==> config.mk <==
export PLATFORM = sky130hd
export DESIGN_NAME = sdio_top
export DESIGN_NICKNAME = d
export VERILOG_FILES = /design/src/common/sdio_pkg.sv /design/src/sdio_top.sv
export SDC_FILE = /design/constraint.sdc
export NUM_CORES = 1
export LEC_CHECK = 0
export BUFFER_PORTS_ARGS = -buffer_cell sky130_fd_sc_hd__buf_4
export CAP_MARGIN = 20
export CORE_MARGIN = 2
export CORE_UTILIZATION = 40
export CTS_CLUSTER_SIZE = 40
export DETAILED_ROUTE_END_ITERATION = 10
export GPL_ROUTABILITY_DRIVEN = 0
export SKIP_LAST_GASP = 1
export SLEW_MARGIN = 20
export SYNTH_ARGS = -nofsm -noshare
export SYNTH_HDL_FRONTEND = slang
export SYNTH_SLANG_ARGS = --single-unit
==> constraint.sdc <==
create_clock -name core_clk -period 10 [get_ports core_clk]
set_clock_uncertainty 0.05 [all_clocks]
set_input_delay 1.5 -clock core_clk [delete_from_list [all_inputs] [get_ports core_clk]]
set_output_delay 1.5 -clock core_clk [all_outputs]
set_load 0.01 [all_outputs]
==> src/common/sdio_pkg.sv <==
// Constants, register map and carrier types of the step drive I/O block
// Overview of operation
// - Enable acts on rising edge, powers bridge
// - Enable rising edge clears latched resettable faults
// - Enable active at power-up keeps drive disabled
// - Enable hold source: input, AND, OR, software; enable edge always from input
// - Fast inputs accept up to 2 MHz
// - Step/dir: A direction, step on B fall
// - Step plus/minus: pulse A ccw, B cw
// - Quadrature: A rising, B low is ccw
// - Fast input filter 30k, 250k, 2M
// - Analog value: velocity command or program read
// - Default output: healthy when no fault
// - Output switchable to brake release role
// - Brake: powered, enabled and fault free
// - Brake asserts 200 ms after enable edge
// - Brake drops at once on fault/disable
package sdio_pkg;
  localparam int unsigned CLK_HZ = 25000000;
  localparam int unsigned BRAKE_DELAY_MS = 200;
  localparam int unsigned BRAKE_DELAY_CYC = CLK_HZ / 1000 * BRAKE_DELAY_MS;
  localparam int unsigned FILT_30K_HZ = 30000;
  localparam int unsigned FILT_250K_HZ = 250000;
  localparam int unsigned FILT_2M_HZ = 2000000;
  // Stable cycles needed: half period of the cutoff, rounded down, at least one
  localparam int unsigned FILT_30K_CYC = CLK_HZ / (2 * FILT_30K_HZ);
  localparam int unsigned FILT_250K_CYC = CLK_HZ / (2 * FILT_250K_HZ);
  localparam int unsigned FILT_2M_CYC = CLK_HZ / (2 * FILT_2M_HZ);
  localparam int unsigned ANALOG_W = 10;

  localparam logic [7:0] CTRL_ADDR = 8'h00;
  localparam logic [7:0] STATUS_ADDR = 8'h04;
  localparam logic [7:0] IRQ_STAT_ADDR = 8'h08;
  localparam logic [7:0] IRQ_MASK_ADDR = 8'h0c;
  localparam logic [7:0] POS_ADDR = 8'h10;
  localparam logic [7:0] ANALOG_ADDR = 8'h14;

  localparam logic [31:0] CTRL_RST = 32'h0000_0000;
  localparam logic [31:0] MASK_RST = 32'h0000_0000;
  // Enable synchroniser starts at the active level, so a held input is no edge
  localparam logic [2:0] EN_SYNC_RST = 3'h7;

  // Event bits of the interrupt status register
  localparam int unsigned EV_ENABLE = 0;
  localparam int unsigned EV_FAULT = 1;
  localparam int unsigned EV_STEP = 2;
  localparam int unsigned EV_BRAKE = 3;
  localparam int unsigned EV_W = 4;

  typedef enum logic [1:0] {SDIO_EN_INPUT, SDIO_EN_AND, SDIO_EN_OR, SDIO_EN_SOFT} sdio_en_src_t;
  typedef enum logic [1:0] {SDIO_DEC_STEP_DIR, SDIO_DEC_PLUS_MINUS, SDIO_DEC_QUAD, SDIO_DEC_OFF}
    sdio_decode_t;
  typedef enum logic [1:0] {SDIO_FILT_2M, SDIO_FILT_250K, SDIO_FILT_30K, SDIO_FILT_NONE}
    sdio_filter_t;

  // Control register layout, bit 31 downward to bit 0
  typedef struct packed {
    logic [22:0] unused;
    logic analog_as_velocity;
    logic brake_role;
    logic [1:0] fast_input_filter_select;
    logic [1:0] decode_mode;
    logic [1:0] enable_source;
    logic soft_enable_bit;
  } sdio_ctrl_t;

  typedef struct packed {
    logic psel;
    logic penable;
    logic pwrite;
    logic [7:0] paddr;
    logic [31:0] pwdata;
  } sdio_apb_req_t;

  typedef struct packed {
    logic pready;
    logic pslverr;
    logic [31:0] prdata;
  } sdio_apb_rsp_t;
endpackage

==> src/sdio_top.sv <==
// Step drive control inputs, fast command decoder and healthy/brake output
`timescale 1ns/1ps
module sdio_top #(
  parameter int unsigned BRAKE_DELAY_CYCLES = sdio_pkg::BRAKE_DELAY_CYC,
  parameter int unsigned POS_W = 32
) (
  input wire logic core_clk,
  input wire logic rst_n,
  input wire sdio_pkg::sdio_apb_req_t apb_req,
  output sdio_pkg::sdio_apb_rsp_t apb_rsp,
  input wire logic enable_input,
  input wire logic fast_input_a,
  input wire logic fast_input_b,
  input wire logic [sdio_pkg::ANALOG_W-1:0] analog_command_value,
  input wire logic main_power_ok,
  input wire logic fault_event,
  input wire logic fault_active,
  output logic bridge_on,
  output logic faults_latched,
  output logic special_output,
  output logic step_pulse,
  output logic step_clockwise,
  output logic [sdio_pkg::ANALOG_W-1:0] velocity_command,
  output logic irq
);
  localparam int unsigned CNT_W = 32;

  typedef struct packed {
    logic [2:0] sync_en;
    logic [2:0] sync_a;
    logic [2:0] sync_b;
    logic filt_a;
    logic filt_b;
    logic [15:0] filt_cnt_a;
    logic [15:0] filt_cnt_b;
    logic armed;
    logic enabled;
    logic fault_latch;
    logic [CNT_W-1:0] brake_cnt;
    logic brake;
    logic step;
    logic step_cw;
    logic [POS_W-1:0] position;
    logic [sdio_pkg::ANALOG_W-1:0] velocity;
    sdio_pkg::sdio_ctrl_t ctrl;
    logic [sdio_pkg::EV_W-1:0] irq_stat;
    logic [sdio_pkg::EV_W-1:0] irq_mask;
    logic [31:0] prdata;
  } sdio_state_t;

  sdio_state_t state;
  sdio_state_t next_state;

  function automatic logic [15:0] sdio_filt_limit(input logic [1:0] sel);
    unique case (sel)
      2'd0: sdio_filt_limit = 16'(sdio_pkg::FILT_2M_CYC);
      2'd1: sdio_filt_limit = 16'(sdio_pkg::FILT_250K_CYC);
      2'd2: sdio_filt_limit = 16'(sdio_pkg::FILT_30K_CYC);
      default: sdio_filt_limit = 16'h0000;
    endcase
  endfunction

  logic [15:0] filt_limit;
  logic en_rise;
  logic en_level;
  logic a_fall;
  logic a_rise;
  logic b_fall;
  logic b_rise;
  logic step_now;
  logic cw_now;
  logic wr_acc;
  logic rd_acc;
  logic [sdio_pkg::EV_W-1:0] events;

  assign filt_limit = sdio_filt_limit(state.ctrl.fast_input_filter_select);
  assign wr_acc = apb_req.psel && apb_req.penable && apb_req.pwrite;
  assign rd_acc = apb_req.psel && !apb_req.penable && !apb_req.pwrite;
  // Edges taken from the second and third flops only
  assign en_rise = state.sync_en[1] && !state.sync_en[2];
  always_comb
  begin
    next_state = state;
    step_now = 1'b0;
    cw_now = state.step_cw;
    events = '0;
    next_state.sync_en = {state.sync_en[1:0], enable_input};
    next_state.sync_a = {state.sync_a[1:0], fast_input_a};
    next_state.sync_b = {state.sync_b[1:0], fast_input_b};
    // Filter: a level is taken once stable for the selected count
    if (state.sync_a[1] == state.filt_a)
      next_state.filt_cnt_a = '0;
    else if (state.filt_cnt_a >= filt_limit)
    begin
      next_state.filt_a = state.sync_a[1];
      next_state.filt_cnt_a = '0;
    end
    else
      next_state.filt_cnt_a = state.filt_cnt_a + 16'h0001;
    if (state.sync_b[1] == state.filt_b)
      next_state.filt_cnt_b = '0;
    else if (state.filt_cnt_b >= filt_limit)
    begin
      next_state.filt_b = state.sync_b[1];
      next_state.filt_cnt_b = '0;
    end
    else
      next_state.filt_cnt_b = state.filt_cnt_b + 16'h0001;
    // Edges of the filtered levels
    a_rise = next_state.filt_a && !state.filt_a;
    a_fall = !next_state.filt_a && state.filt_a;
    b_rise = next_state.filt_b && !state.filt_b;
    b_fall = !next_state.filt_b && state.filt_b;
    // Input must be seen low once after reset before a rising edge counts
    if (!state.sync_en[2])
      next_state.armed = 1'b1;
    unique case (sdio_pkg::sdio_en_src_t'(state.ctrl.enable_source))
      sdio_pkg::SDIO_EN_INPUT: en_level = state.sync_en[2];
      sdio_pkg::SDIO_EN_AND: en_level = state.sync_en[2] && state.ctrl.soft_enable_bit;
      sdio_pkg::SDIO_EN_OR: en_level = state.sync_en[2] || state.ctrl.soft_enable_bit;
      sdio_pkg::SDIO_EN_SOFT: en_level = state.ctrl.soft_enable_bit;
    endcase
    if (en_rise && state.armed && !fault_active)
    begin
      next_state.enabled = 1'b1;
      next_state.fault_latch = 1'b0;
      next_state.brake_cnt = CNT_W'(BRAKE_DELAY_CYCLES);
      events[sdio_pkg::EV_ENABLE] = 1'b1;
    end
    else if (state.enabled && (!en_level || fault_active || state.fault_latch))
      next_state.enabled = 1'b0;
    if (en_rise && state.armed)
      next_state.fault_latch = 1'b0;
    if (fault_event)
    begin
      next_state.fault_latch = 1'b1;
      next_state.enabled = 1'b0;
      events[sdio_pkg::EV_FAULT] = 1'b1;
    end
    // Brake delay counts down only while still enabled and fault free
    if (!next_state.enabled || !main_power_ok || fault_active || fault_event)
    begin
      next_state.brake = 1'b0;
      next_state.brake_cnt = '0;
    end
    else if (state.brake_cnt > CNT_W'(1))
      next_state.brake_cnt = state.brake_cnt - CNT_W'(1);
    else if (state.brake_cnt == CNT_W'(1))
    begin
      next_state.brake_cnt = '0;
      next_state.brake = 1'b1;
      events[sdio_pkg::EV_BRAKE] = 1'b1;
    end
    // Command decode from the filtered fast inputs
    unique case (sdio_pkg::sdio_decode_t'(state.ctrl.decode_mode))
      sdio_pkg::SDIO_DEC_STEP_DIR:
      begin
        step_now = b_fall;
        cw_now = next_state.filt_a;
      end
      sdio_pkg::SDIO_DEC_PLUS_MINUS:
      begin
        if (a_rise && !next_state.filt_b)
        begin
          step_now = 1'b1;
          cw_now = 1'b0;
        end
        else if (b_rise && !next_state.filt_a)
        begin
          step_now = 1'b1;
          cw_now = 1'b1;
        end
      end
      sdio_pkg::SDIO_DEC_QUAD:
      begin
        if (a_rise || a_fall)
        begin
          step_now = 1'b1;
          cw_now = next_state.filt_a ? next_state.filt_b : !next_state.filt_b;
        end
        else if (b_rise || b_fall)
        begin
          step_now = 1'b1;
          cw_now = next_state.filt_b ? !next_state.filt_a : next_state.filt_a;
        end
      end
      sdio_pkg::SDIO_DEC_OFF: step_now = 1'b0;
    endcase
    next_state.step = step_now && state.enabled;
    next_state.step_cw = cw_now;
    if (step_now && state.enabled)
    begin
      next_state.position = cw_now ? state.position + POS_W'(1) : state.position - POS_W'(1);
      events[sdio_pkg::EV_STEP] = 1'b1;
    end
    if (state.ctrl.analog_as_velocity)
      next_state.velocity = analog_command_value;
    else
      next_state.velocity = '0;
    // Register writes
    if (wr_acc)
    begin
      unique case (apb_req.paddr)
        sdio_pkg::CTRL_ADDR: next_state.ctrl = apb_req.pwdata;
        sdio_pkg::IRQ_STAT_ADDR:
          next_state.irq_stat = state.irq_stat & ~apb_req.pwdata[sdio_pkg::EV_W-1:0];
        sdio_pkg::IRQ_MASK_ADDR: next_state.irq_mask = apb_req.pwdata[sdio_pkg::EV_W-1:0];
        default: ;
      endcase
    end
    // Set wins over a clear in the same cycle
    next_state.irq_stat = next_state.irq_stat | events;
    if (rd_acc)
    begin
      unique case (apb_req.paddr)
        sdio_pkg::CTRL_ADDR: next_state.prdata = state.ctrl;
        sdio_pkg::STATUS_ADDR:
          next_state.prdata = {26'h0, state.armed, state.step_cw, state.brake,
            main_power_ok, state.fault_latch, state.enabled};
        sdio_pkg::IRQ_STAT_ADDR: next_state.prdata = {28'h0, state.irq_stat};
        sdio_pkg::IRQ_MASK_ADDR: next_state.prdata = {28'h0, state.irq_mask};
        sdio_pkg::POS_ADDR: next_state.prdata = 32'(state.position);
        sdio_pkg::ANALOG_ADDR: next_state.prdata = {22'h0, analog_command_value};
        default: next_state.prdata = 32'h0000_0000;
      endcase
    end
  end

  always_ff @(posedge core_clk or negedge rst_n)
  begin
    if (!rst_n)
    begin
      state <= '0;
      state.sync_en <= sdio_pkg::EN_SYNC_RST;
      state.ctrl <= sdio_pkg::CTRL_RST;
      state.irq_mask <= sdio_pkg::MASK_RST[sdio_pkg::EV_W-1:0];
    end
    else
      state <= next_state;
  end

  logic addr_hit;
  always_comb
  begin
    unique case (apb_req.paddr)
      sdio_pkg::CTRL_ADDR, sdio_pkg::STATUS_ADDR, sdio_pkg::IRQ_STAT_ADDR,
      sdio_pkg::IRQ_MASK_ADDR, sdio_pkg::POS_ADDR, sdio_pkg::ANALOG_ADDR: addr_hit = 1'b1;
      default: addr_hit = 1'b0;
    endcase
  end

  assign apb_rsp.pready = 1'b1;
  assign apb_rsp.pslverr = apb_req.psel && apb_req.penable && !addr_hit;
  assign apb_rsp.prdata = state.prdata;
  assign bridge_on = state.enabled;
  assign faults_latched = state.fault_latch;
  // Healthy by default, brake release when reconfigured
  assign special_output = state.ctrl.brake_role
    ? (state.brake && main_power_ok && !fault_active)
    : (main_power_ok && !fault_active && !state.fault_latch);
  assign step_pulse = state.step;
  assign step_clockwise = state.step_cw;
  assign velocity_command = state.velocity;
  assign irq = |(state.irq_stat & state.irq_mask);

  a_brake_needs_enable: assert property (@(posedge core_clk) disable iff (!rst_n)
    (state.ctrl.brake_role && special_output)
      |-> state.enabled && main_power_ok && !fault_active)
    else $error("brake released while disabled or unpowered");
  a_brake_drop_fast: assert property (@(posedge core_clk) disable iff (!rst_n)
    (state.brake && fault_event) |=> !state.brake)
    else $error("brake not dropped at fault");
  a_enable_on_edge: assert property (@(posedge core_clk) disable iff (!rst_n)
    $rose(state.enabled) |-> $past(en_rise) && $past(state.armed))
    else $error("enabled without rising edge");
  a_fault_clear_edge: assert property (@(posedge core_clk) disable iff (!rst_n)
    (en_rise && state.armed && !fault_event) |=> !state.fault_latch)
    else $error("fault not cleared by enable edge");
  a_powerup_armed: assert property (@(posedge core_clk) disable iff (!rst_n)
    (state.enabled && !$past(state.enabled)) |-> $past(state.armed))
    else $error("enabled before input seen inactive");
  a_soft_src_en: assert property (@(posedge core_clk) disable iff (!rst_n)
    (state.enabled && state.ctrl.enable_source == 2'd3 && !state.ctrl.soft_enable_bit
      && !en_rise) |=> !state.enabled)
    else $error("soft source off did not disable");
  a_step_dir_fall: assert property (@(posedge core_clk) disable iff (!rst_n)
    (state.ctrl.decode_mode == 2'd0 && state.enabled && b_fall) |=> state.step)
    else $error("no step on falling step input");
  a_healthy_out: assert property (@(posedge core_clk) disable iff (!rst_n)
    (!state.ctrl.brake_role && fault_active) |-> !special_output)
    else $error("healthy output during fault");
  a_brake_delay: assert property (@(posedge core_clk) disable iff (!rst_n)
    $rose(state.brake) |-> state.brake_cnt == '0 && $past(state.brake_cnt) == CNT_W'(1))
    else $error("brake released without full delay");
endmodule

# Yosys cells after proc, flatten, opt, wreduce, memory -nomap -nowiden
# Index checks and enable logic that the tools add are counted.
[op_classes] addsub=5 order_cmp=3 eq_ne=17 n_mux=45 bitwise_logic=4 reduce_logical=54
[ops] operator="$pmux W32 S6" n=1
[ops] operator="$mux W33" n=3
[ops] operator="$mux W16" n=4
[ops] operator="$mux W32" n=2
[ops] operator="$sub A32 B1 Y32 const B" n=2
[ops] operator="$add A16 B1 Y16 const B" n=2
[ops] operator="$add A32 B1 Y32 const B" n=1
[ops] operator="$eq A32 B1 Y1 const B" n=1
[ops] operator="$ge A16 B16 Y1" n=2
[ops] operator="$gt A32 B1 Y1 const B" n=1
[ops] operator="$pmux W9 S3" n=1
[ops] operator="$mux W1" n=26
[ops] operator="$logic_and A1 B1 Y1" n=21
[ops] operator="$eq A8 B4 Y1 const B" n=2
[ops] operator="$eq A8 B5 Y1 const B" n=2
[ops] operator="$logic_not A1 Y1" n=13
[ops] operator="$eq A2 B2 Y1 const B" n=5
[ops] operator="$mux W10" n=1
[ops] operator="$and A4 B4 Y4" n=2
[ops] operator="$eq A8 B3 Y1 const B" n=1
[ops] operator="$logic_not A8 Y1" n=1
[ops] operator="$logic_or A1 B1 Y1" n=8
[ops] operator="$mux W4" n=2
[ops] operator="$mux W8" n=1
[ops] operator="other kinds (15)" n=23
[totals] register_bits=193 input_bits=61 elab_cells=154

# Longest topological paths before layout
# Gate-level depths: netlist of run 1.
[depth] ltp_word=15 mapped_depth=25

# Least setup slack after synthesis of run 1
# No wires, ideal clock.
[synth_timing] path_kind="flip-flop to flip-flop" startpoint="reg state[46] (netlist bit)" endpoint="reg state[112] (netlist bit)" t_arrival_ns=7.402 required_ns=9.821 setup_slack_ns=2.419 path_stages_with_launch=25 n_path_buf=0 synth_period_minus_slack_ns=7.581 cell_sequence="dfrtp_1 > inv_1 > ha_1 > inv_1 > ha_1 > nor2b_1 > o41a_1 > o211a_1 > a311oi_4 > inv_1 > ha_1 > nor3_1 > o2111ai_1 > o211ai_1 > nor3b_1 > ha_1 > a21oi_1 > o221ai_1 > o41ai_2 > o31ai_2 > a31oi_1 > o41ai_1 > a2111oi_0 > or3_1 > nand3_1"
[synth_between] elab_chain_len=12 elab_cells_between_ends=34 cone_classes="order compare: 2; eq/ne: 2; mux: 18; reduce/logical: 12"
[synth_lines] element="from (decl)" line_no="sdio_top.sv:51" text="sdio_state_t state;"
[synth_lines] element="from (signal assigned)" line_no="sdio_top.sv:239" text="state <= next_state;"
[synth_lines] element="$eq A2 B2 Y1 (tied with other cells)" line_no="sdio_top.sv:55" text="unique case (sel)"
[synth_lines] element="$pmux W9 S3 (*)" line_no="sdio_top.sv:55"
[synth_lines] element="$ge A16 B16 Y1" line_no="sdio_top.sv:102" text="else if (state.filt_cnt_b >= filt_limit)"
[synth_lines] element="$mux W1" line_no="sdio_top.sv:102"
[synth_lines] element="$mux W1" line_no="sdio_top.sv:100" text="if (state.sync_b[1] == state.filt_b)"
[synth_lines] element="$logic_not A1 Y1" line_no="sdio_top.sv:113, sdio_top.sv:163, sdio_top.sv:179"
[synth_lines] element="$logic_and A1 B1 Y1" line_no="sdio_top.sv:113" text="b_fall = !next_state.filt_b && state.filt_b;"
[synth_lines] element="$logic_or A1 B1 Y1" line_no="sdio_top.sv:181" text="else if (b_rise || b_fall)"
[synth_lines] element="$mux W1" line_no="sdio_top.sv:181"
[synth_lines] element="$mux W1" line_no="sdio_top.sv:176" text="if (a_rise || a_fall)"
[synth_lines] element="$pmux W1 S3 or $pmux W1 S4 (tied branches)" line_no="sdio_top.sv:155" text="unique case (sdio_pkg::sdio_decode_t'(state.ctrl.decode_mode))"
[synth_lines] element="$mux W32 or $logic_and A1 B1 Y1 (tied branches)" line_no="sdio_top.sv:193, sdio_top.sv:191"
# Every way passes the cells marked *; elsewhere a longest branch is shown, timed or not.
# A chain may end at the register's enable or synchronous reset.

# Final worst setup path of run 1
# Same ends and word-level chain as after synthesis.

==> impl_metrics.py, run 1 <==
metrics = {
    "sta": {
        "setup_viol": 0,
        "fmax_mhz": 147.8,
        "maxSlewViolCount": 0,
        "fin_crit_ps": 6767,
        "rsz0062_at_grt": "no",
        "hold_ws_ps": 299.0,
        "worst_pin_slew_ps": 992.6,
        "fin_crit_sh": 0.6767,
        "relSlewSlack": 0.3383,
        "hold_violations": 0,
        "layout_setup_ws_ps": 3233,
        "finalSetupTns_ps": 0,
    },
    "worst_hold_path": {
        "min_path_type": "reg2reg",
    },
    "global_routing": {
        "grt_pass1_wl_um": 38580,
        "antenna_found_initial": 0,
        "grt_max_degree": 120,
        "overflow": 0,
        "grtUsageTotal": 0.1791,
        "first_global_vias": 7535,
    },
    "floorplan": {
        "die_w_um": 165.0,
        "die_h_um": 165.0,
        "core-area_um2": 25330,
        "start_util": 0.4095,
        "num_rows": 58,
        "dieArea_um2": 27230,
        "io_pins": 111,
    },
    "route": {
        "drt_iter0_markers": 506,
        "ant_nets": 0,
        "dr.pass1.iters": 5,
        "routed_wl_um": 23220,
        "vias": 7619,
        "wl_per_cell_um": 16.10,
        "via_per_inst": 5.284,
        "drc_errors": 0,
    },
    "setup_path": {
        "worstPathArrival_ps": 7070,
        "critical_path_class": "reg2reg",
        "cpMaxStageDelayCell": "a2111oi_0",
        "critPathRequiredTime_ps": 10310,
        "end_kind": "register",
        "worstSetupStartpointType": "register",
        "crit_family": "compound AO/OA/AOI/OAI gates",
        "crit_path_max_fanout": 34,
        "cp_slowest_stage_delay_ps": 540,
        "path_cells": "inv_1, ha_1, inv_1, ha_1, nor2b_1, o41a_1, o211a_1, a311oi_4, inv_1, ha_1, or3_1, o211ai_1, nor3b_2, buf_4, fa_1, a21oi_1, o221ai_1, o41ai_2, o31ai_2, a31oi_1, o41ai_1, a2111oi_0, o2111ai_1, nand3_1",
        "worst-path-buf-inv": 4,
    },
    "cells_and_area": {
        "final_cell_mix": "dfrtp_1 (190), nor2_1 (135), buf_4 (114)",
        "multi_input_area_um2": 5026,
        "drive_gt1_frac": 0.1888,
        "fillers": 2407,
        "diodes": 0,
        "final_common_cell": "dfrtp_1",
        "syn_to_final_growth_pct": 14.28,
        "seq_area_um2": 4833,
        "num-nets-final": 1212,
    },
    "synth": {
        "synth_top_area_cell": "dfrtp_1",
        "synth_top_family_by_area": "simple AND/OR/NAND/NOR gates",
        "ys_top_cells_by_area": "dfrtp_1 (46%), ha_1 (6.0%), nor2_1 (4.9%)",
        "synthXorXnorAreaFrac": 0.05826,
        "synth-compound-area-share": 0.1390,
        "synthFlopType": "dfrtp_1",
        "synth-simple-area-share": 0.1568,
        "synth_seq_cells": 193,
        "synthesis.area_um2": 10370,
        "syn-mean-instance-area_um2": 10.07,
        "async_reset_ff_frac": 1.000,
        "synth_enable_flop_cells": 0,
        "synth_top_area_share": 0.4584,
        "yosysWarnings": 0,
        "synth_seq_area_share": 0.4660,
        "muxShareOfSynthArea": 0.06164,
        "synthCells": 1030,
        "synthDistinctLibCells": 70,
        "synth_fa_ha_area_frac": 0.06224,
    },
    "pwr": {
        "power_density_nw_per_um2": 176.6,
        "power.net_switching_uw": 651.8,
        "p_int_uw": 1441,
        "switching_share": 0.3114,
        "ir_drop_uv": 120.4,
        "cellLeakagePower_uw": 0.005608,
        "seqPwrFrac": 0.407,
        "p_clk_frac": 0.331,
        "pwr-share-comb": 0.262,
    },
    "placed_design": {
        "io_buffers": 109,
        "pre_cts_slack_ps": 3232,
        "hpwlAfterDp_um": 16330,
    },
    "clocking": {
        "root_buffer": "clkbuf_16",
        "clk_pin_slew_ps": 70,
        "cts_tree": "yes",
        "cts-resized-gates": 0,
        "cts_hold_buf": 0,
        "clk_latency_ps": 430,
        "clk_path_buf_depth": 2,
        "postCtsSetupBuffers": 0,
        "clkSinkCount": 193,
        "htree_num_levels": 4,
        "cts_buffers": 17,
    },
    "flow_run": {
        "max_cap_violations": 0,
    },
    "status": {
        "status": "completed",
    },
}
## worst reg2reg max path: stages (launching register included)
cell and delay (ps):
dfrtp_1 410, inv_1 150, ha_1 160, inv_1 60, ha_1 280, nor2b_1 130, o41a_1 390, o211a_1 250
a311oi_4 390, inv_1 90, ha_1 340, or3_1 380, o211ai_1 310, nor3b_2 80, buf_4 260, fa_1 450
a21oi_1 270, o221ai_1 210, o41ai_2 490, o31ai_2 190, a31oi_1 320, o41ai_1 170, a2111oi_0 540, o2111ai_1 200
nand3_1 120
## kinds of logic after synthesis
kind of cell / after synthesis
AND/OR/NAND/NOR: 340
multiplexers: 54
AO/OA/AOI/OAI: 212
XOR/XNOR: 69
flip-flops: 193
other: 2
buffers and inverters: 109
adder cells (fa/ha/maj): 51
## state kept, by name, indices dropped and copies added, names as in the netlist
signal / flops
state: 141
apb_rsp: 32
bridge_on: 1
faults_latched: 1
velocity_command: 10
step_clockwise: 1
step_pulse: 1
next_state: 6
## through the flow
step	util	instance area (µm²)	cells	total power (µW)
6_report	0.4680	11850	1442	2093
4_1_cts	0.4680	11850	1442	2118
5_1_grt	0.4680	11850	1442	2224
3_5_place_dp	0.4450	11270	1411	1417
2_1_floorplan	-	10410	1041	1282
3_3_place_gp	0.4450	11270	1411	1413
## synthesized netlist by cell type (9+ instances only)
library cell	number
or3_1	12
dfrtp_1	190
nand2_1	66
o21ai_0	19
nor2_1	136
and2_1	15
xnor2_1	44
a21oi_1	86
inv_1	33
a22oi_1	25
buf_4	43
a31oi_1	9
a222oi_1	9
nand3_1	25
clkbuf_1	27
xor2_1	25
nor4_1	12
mux2_2	41
nand4_1	9
ha_1	50
nor3_1	20
## power groups by stage
| stage | sequential (µW) | clock (µW) | combinational (µW) |
|---|---|---|---|
| after detailed placement | 867 | 0 | 549 |
| after global placement | 867 | 0 | 546 |
| final | 852 | 692 | 549 |
| after floorplan | 855 | 0 | 427 |
| after CTS | 853 | 712 | 553 |
| after global routing | 857 | 746 | 620 |
## final timing paths
check / startpoint / end / slack (ps) / depth (start not counted)
worst min-delay path: next_state[190]$_DFF_PN0_ / next_state[191]$_DFF_PN0_ / 300 / 0
worst max register to register: state[46]$_DFFE_PN0P_ / state[112]$_DFFE_PN0P_ / 3230 / 24
worst max-delay path: state[46]$_DFFE_PN0P_ / state[112]$_DFFE_PN0P_ / 3230 / 24
worst min register to register: next_state[190]$_DFF_PN0_ / next_state[191]$_DFF_PN0_ / 300 / 0
min in group asynchronous: rst_n / state[132]$_DFFE_PN0P_ / 1120 / 1
max in group asynchronous: rst_n / state[85]$_DFFE_PN0P_ / 7160 / 2
## area by class of cell
cell class / instances / area share
clock buffers: 18 / 0.03705
clock inverters: 13 / 0.01224
inverters: 34 / 0.01077
multi-input cells: 739 / 0.4240
flip-flops and latches: 193 / 0.4077
well taps: 330 / 0.03483
repair buffers: 115 / 0.07336
## layer usage
layer | global-route usage | vias up | share of wire
li1 | - | 3771 | -
met1 | 0.2532 | 3691 | 0.49
met2 | 0.2845 | 142 | 0.47
met3 | 0.03466 | 15 | 0.039
met4 | 0.04150 | 0 | 0.0087
met5 | 0 | - | 0
Note: power is estimated with default switching activity, not from simulation.
==> run 2, diff against run 1 <==
==> constraint.sdc (replaced) <==
create_clock -name core_clk -period 5.7 [get_ports core_clk]
set_clock_uncertainty 0.05 [all_clocks]
set_input_delay 0.855 -clock core_clk [delete_from_list [all_inputs] [get_ports core_clk]]
set_output_delay 0.855 -clock core_clk [all_outputs]
set_load 0.01 [all_outputs]
==> run 2 against run 1 <==
Sequential share of layout area decreased by 3.3 points. Critical path depth increased by 2. Maximum frequency increased by 23%. Flip-flop and latch count unchanged. First-iteration DRC count increased by 10%. Total power increased by 97%. Critical path type unchanged. Largest power group unchanged. Highest routed layer unchanged.
==> impl_metrics.py, run 2 (synthesis results as in run 1) <==
metrics = {
    "cells_and_area": {
        "final_cell_count_no_fill": 1507,
        "final_common_cell": "dfrtp_1",
        "syn_to_final_growth_pct": 24.44,
        "fin_util": 0.5096,
        "drive_gt1_frac": 0.2829,
        "num-nets-final": 1276,
        "diodes": 0,
        "top_register": "state",
        "final_cell_mix": "dfrtp_1 (190), buf_4 (174), nor2_1 (135)",
        "largest_reg_flops": 141,
    },
    "flow_run": {
        "max_cap_violations": 0,
    },
    "clocking": {
        "clk_path_buf_depth": 2,
        "clk_pin_slew_ps": 80,
        "cts_buffers": 17,
        "cts_tree": "yes",
        "clk_latency_ps": 450,
        "htree_num_levels": 4,
        "clkSinkCount": 193,
        "root_buffer": "clkbuf_16",
        "cts_hold_buf": 0,
    },
    "route": {
        "dr.pass1.iters": 5,
        "ant_nets": 0,
        "vias": 8059,
        "drt_iter0_markers": 558,
        "routed_wl_um": 25190,
        "drc_errors": 0,
        "via_per_inst": 5.348,
        "wl_per_cell_um": 16.72,
    },
    "status": {
        "status": "completed",
    },
    "global_routing": {
        "grt_max_degree": 109,
        "first_global_vias": 7974,
        "overflow": 0,
        "antenna_found_initial": 0,
        "grtUsageTotal": 0.1916,
        "grt_pass1_wl_um": 41110,
    },
    "placed_design": {
        "post-place-cells": 1467,
        "io_buffers": 109,
        "hpwlAfterDp_um": 17300,
        "pre_cts_slack_ps": -309.7,
    },
    "sta": {
        "rsz0062_at_grt": "yes",
        "layout_setup_ws_ps": 189.4,
        "setup_viol": 0,
        "worst_pin_slew_ps": 982.8,
        "relSlewSlack": 0.3448,
        "fin_crit_ps": 5511,
        "hold_violations": 0,
        "fin_crit_sh": 0.9668,
        "maxSlewViolCount": 0,
        "fmax_mhz": 181.5,
    },
    "setup_path": {
        "critical_path_class": "reg2reg",
        "critPathRequiredTime_ps": 6030,
        "crit_path_max_fanout": 11,
        "end_kind": "register",
        "worstSetupStartpointType": "register",
        "worstPathArrival_ps": 5840,
    },
    "pwr": {
        "cellLeakagePower_uw": 0.006016,
        "total_power_uw": 4123,
        "ir_drop_uv": 183.5,
        "power_density_nw_per_um2": 319.5,
    },
    "floorplan": {
        "core-area_um2": 25330,
        "io_pins": 111,
        "num_rows": 58,
        "dieArea_um2": 27230,
        "start_util": 0.4095,
        "die_h_um": 165.0,
        "die_w_um": 165.0,
    },
    "worst_hold_path": {
        "min_path_type": "reg2reg",
    },
}
[run 2: cell count changes in the layout (fill, tap and decap cells not counted), moves of 4 or more]
cell | before | now
ha_1 | 50 | 33
a21oi_2 | 0 | 5
a21oi_1 | 86 | 78
ha_4 | 0 | 16
nor3_2 | 1 | 5
o21ai_0 | 19 | 14
buf_4 | 114 | 174
nor3_1 | 20 | 16
inv_2 | 1 | 6
clkinv_8 | 0 | 4
inv_1 | 33 | 28
[run 2: layout make-up]
| class | count | area (µm²) |
|---|---|---|
| Tap cell | 330 | 412.9 |
| Inverter | 34 | 127.6 |
| Clock buffer | 17 | 425.4 |
| Sequential cell | 193 | 4833 |
| Clock inverter | 15 | 183.9 |
| Timing Repair Buffer | 178 | 1380 |
| Multi-Input combinational cell | 740 | 5544 |
| Fill cell | 2306 | 12420 |
[run 2: worst paths after layout]
kind	start	to	slack, ps	depth (start not counted)
max	state[45]$_DFFE_PN0P_	state[112]$_DFFE_PN0P_	190	26
min	next_state[187]$_DFF_PN0_	next_state[188]$_DFF_PN0_	290	0
max reg2reg	state[45]$_DFFE_PN0P_	state[112]$_DFFE_PN0P_	190	26
min reg2reg	next_state[187]$_DFF_PN0_	next_state[188]$_DFF_PN0_	290	0
max in group asynchronous	rst_n	state[145]$_DFFE_PN0P_	4160	2
min in group asynchronous	rst_n	state[183]$_DFF_PN0_	450	1
[run 2: power breakdown]
group	internal [µW]	switching [µW]
Combinational	682	699
Clock	632	615
Sequential	1440	58.0
Total	2750	1370
[run 2: critical path, cell delays in order (launching register included)]
cell and delay, ps:
dfrtp_1 400, inv_2 100, ha_4 130, inv_2 40, ha_4 200, nor2b_1 120
o41a_1 380, o211a_1 240, a311oi_4 240, inv_2 70, ha_4 220, or3_1 370
o211ai_1 170, buf_4 180, nor3b_4 50, buf_12 160, buf_12 150, ha_4 310
and4_4 260, buf_4 120, nand2_1 80, o31ai_4 230, a31oi_4 160, o41ai_4 440
a2111oi_4 140, or3_1 320, nand3_1 80
[run 2: metrics by stage]
| step | hold WS (ps) | TNS, ps | cell area (µm²) |
|---|---|---|---|
| after floorplan | 281.2 | -2004 | 10640 |
| after global placement | 285.6 | -265.8 | 11920 |
| after detailed placement | 284.7 | -783.3 | 11920 |
| after CTS | 289.7 | -56.99 | 12590 |
| after global routing | 304.9 | -83.20 | 12910 |
| final | 290.2 | 0 | 12910 |
[run 2: per-layer routing]
| layer | part of all wire | track usage | wire (µm) | vias up |
|---|---|---|---|---|
| li1 | - | - | - | 3900 |
| met1 | 0.46 | 0.2573 | 11570 | 3952 |
| met2 | 0.47 | 0.3070 | 11870 | 166 |
| met3 | 0.041 | 0.03641 | 1035 | 41 |
| met4 | 0.028 | 0.07312 | 712 | 0 |
| met5 | 0 | 0 | 0 | - |
[run 2: what timing repair did]
action / in CTS / in global routing
setup endpoints to repair: 8 / 12
buffers inserted: 2 / 5
gates cloned: 1 / 0
resized for setup: 3 / 49
pin swaps: 2 / 22
==> run 3, diff against run 2 <==
--- a/config.mk
+++ b/config.mk
@@ -9,6 +9,7 @@
 export CAP_MARGIN = 20
 export CORE_MARGIN = 2
 export CORE_UTILIZATION = 40
+export CTS_BUF_LIST = sky130_fd_sc_hd__clkbuf_2 sky130_fd_sc_hd__clkbuf_4 sky130_fd_sc_hd__clkbuf_8
 export CTS_CLUSTER_SIZE = 40
 export DETAILED_ROUTE_END_ITERATION = 10
 export GPL_ROUTABILITY_DRIVEN = 0
==> run 3 against run 2 <==
First-iteration DRC count shrank 0.18%. Non-clock buffer count grew 3. Wire length shrank 1.7%. Setup slack gained 34 ps. Critical path type unchanged. Largest power group unchanged.
==> impl_metrics.py, run 3 (synthesis results as in run 1) <==
metrics = {
    "pwr": {
        "ir_drop_uv": 159.0,
        "cellLeakagePower_uw": 0.005939,
        "power_density_nw_per_um2": 299.7,
    },
    "cells_and_area": {
        "largest_reg_flops": 141,
        "syn_to_final_growth_pct": 22.88,
        "final_cell_mix": "dfrtp_1 (190), buf_4 (176), nor2_1 (135)",
        "top_register": "state",
        "drive_gt1_frac": 0.2864,
        "multi_input_area_um2": 5548,
        "fillers": 2335,
        "num-nets-final": 1279,
        "diodes": 0,
        "seq_area_um2": 4833,
        "final_common_cell": "dfrtp_1",
    },
    "setup_path": {
        "critical_path_class": "reg2reg",
        "end_kind": "register",
        "cp_slowest_stage_delay_ps": 440,
        "critPathRequiredTime_ps": 6060,
        "worstSetupStartpointType": "register",
        "worstPathArrival_ps": 5840,
        "cpMostUsedCell": "ha_4",
        "crit_path_max_fanout": 11,
        "reg2reg_from": "state[45]$_DFFE_PN0P_",
        "r2r-end": "state[112]$_DFFE_PN0P_",
        "rrSetupSlack_ps": 220,
        "r2r_cells": 26,
        "cpMaxStageDelayCell": "o41ai_4",
    },
    "global_routing": {
        "first_global_vias": 7893,
        "grt_max_degree": 109,
        "overflow": 0,
        "antenna_found_initial": 0,
        "grtUsageTotal": 0.1896,
        "grt_pass1_wl_um": 40850,
    },
    "route": {
        "vias": 7987,
        "wl_per_cell_um": 16.41,
        "routed_wl_um": 24770,
        "via_per_inst": 5.289,
        "dr.pass1.iters": 7,
        "drt_iter0_markers": 557,
        "ant_nets": 0,
        "drc_errors": 0,
    },
    "status": {
        "status": "completed",
    },
    "sta": {
        "rsz0062_at_grt": "yes",
        "fin_crit_ps": 5476,
        "fin_crit_sh": 0.9607,
        "relSlewSlack": 0.3453,
        "worst_pin_slew_ps": 982.1,
        "hold_violations": 0,
        "setup_viol": 0,
        "maxSlewViolCount": 0,
        "finalSetupTns_ps": 0,
        "fmax_mhz": 182.6,
        "hold_ws_ps": 297.0,
    },
    "floorplan": {
        "die_h_um": 165.0,
        "num_rows": 58,
        "die_w_um": 165.0,
        "dieArea_um2": 27230,
        "io_pins": 111,
        "core-area_um2": 25330,
        "start_util": 0.4095,
    },
    "clocking": {
        "htree_num_levels": 4,
        "cts_tree": "yes",
        "clk_pin_slew_ps": 110,
        "root_buffer": "clkbuf_8",
        "cts_hold_buf": 0,
        "clkSinkCount": 193,
        "clk_latency_ps": 470,
        "cts_buffers": 17,
        "clk_path_buf_depth": 2,
    },
    "placed_design": {
        "hpwlAfterDp_um": 17300,
        "io_buffers": 109,
    },
    "flow_run": {
        "max_cap_violations": 0,
    },
    "worst_hold_path": {
        "hold_depth": 0,
        "min_path_type": "reg2reg",
        "hold_start": "next_state[187]$_DFF_PN0_",
        "holdPathEnd": "next_state[188]$_DFF_PN0_",
    },
}
[run 3: worst max-delay path by stage]
stage                          start  slack, ps  depth (start not counted)                      to
6_report       state[45]$_DFFE_PN0P_        220                         26  state[112]$_DFFE_PN0P_
5_1_grt        state[45]$_DFFE_PN0P_        -40                         27  state[112]$_DFFE_PN0P_
4_1_cts        state[46]$_DFFE_PN0P_        -20                         26  state[113]$_DFFE_PN0P_
3_5_place_dp   state[46]$_DFFE_PN0P_       -310                         25  state[113]$_DFFE_PN0P_
3_3_place_gp   state[45]$_DFFE_PN0P_       -130                         25  state[113]$_DFFE_PN0P_
2_1_floorplan  state[46]$_DFFE_PN0P_       -360                         24  state[113]$_DFFE_PN0P_
[run 3: metrics by stage]
| stage | worst slack [ps] | util | total power [µW] | cells | instance area [µm²] |
|---|---|---|---|---|---|
| finish | 223.8 | 0.5033 | 3819 | 1510 | 12750 |
| global route | -42.75 | 0.5033 | 4064 | 1510 | 12750 |
| CTS | -22.18 | 0.4894 | 3689 | 1502 | 12400 |
| detailed placement | -309.7 | 0.4708 | 2704 | 1467 | 11920 |
| global placement | -128.8 | 0.4708 | 2691 | 1467 | 11920 |
| floorplan | -357.0 | - | 2325 | 1041 | 10640 |
[run 3: layout make-up]
type / count / area share
flip-flops and latches: 193 / 0.3792
inverters: 34 / 0.01001
well taps: 330 / 0.03239
clock buffers: 17 / 0.01836
multi-input cells: 740 / 0.4353
clock inverters: 15 / 0.01443
repair buffers: 181 / 0.1103
[run 3: routing by layer]
layer / global-route usage / routed length [µm]
met4: 0.06285 / 667
met5: 0 / 0
met3: 0.03340 / 970
met2: 0.3045 / 11610
met1: 0.2595 / 11520
[run 3: where the power goes]
part	switching, µW	total (µW)	internal (µW)
sequential	58.2	1500	1440
clock	574	948	374
combinational	686	1380	689
[run 3: worst max-delay path: cells and delay by family (launching register included)]
kind                     cells  cell delay, ps
flip-flops                   1             410
adder cells (fa/ha/maj)      4             860
AO/OA/AOI/OAI                8            2010
AND/OR/NAND/NOR              7            1260
buffers and inverters        7             830
[run 3: repair_timing]
action                     in CTS  in global routing
setup buffers                   2                  8
gates cloned                    1                  0
setup endpoints to repair       7                 13
pin swaps                       2                 23
gates resized for setup         3                 50
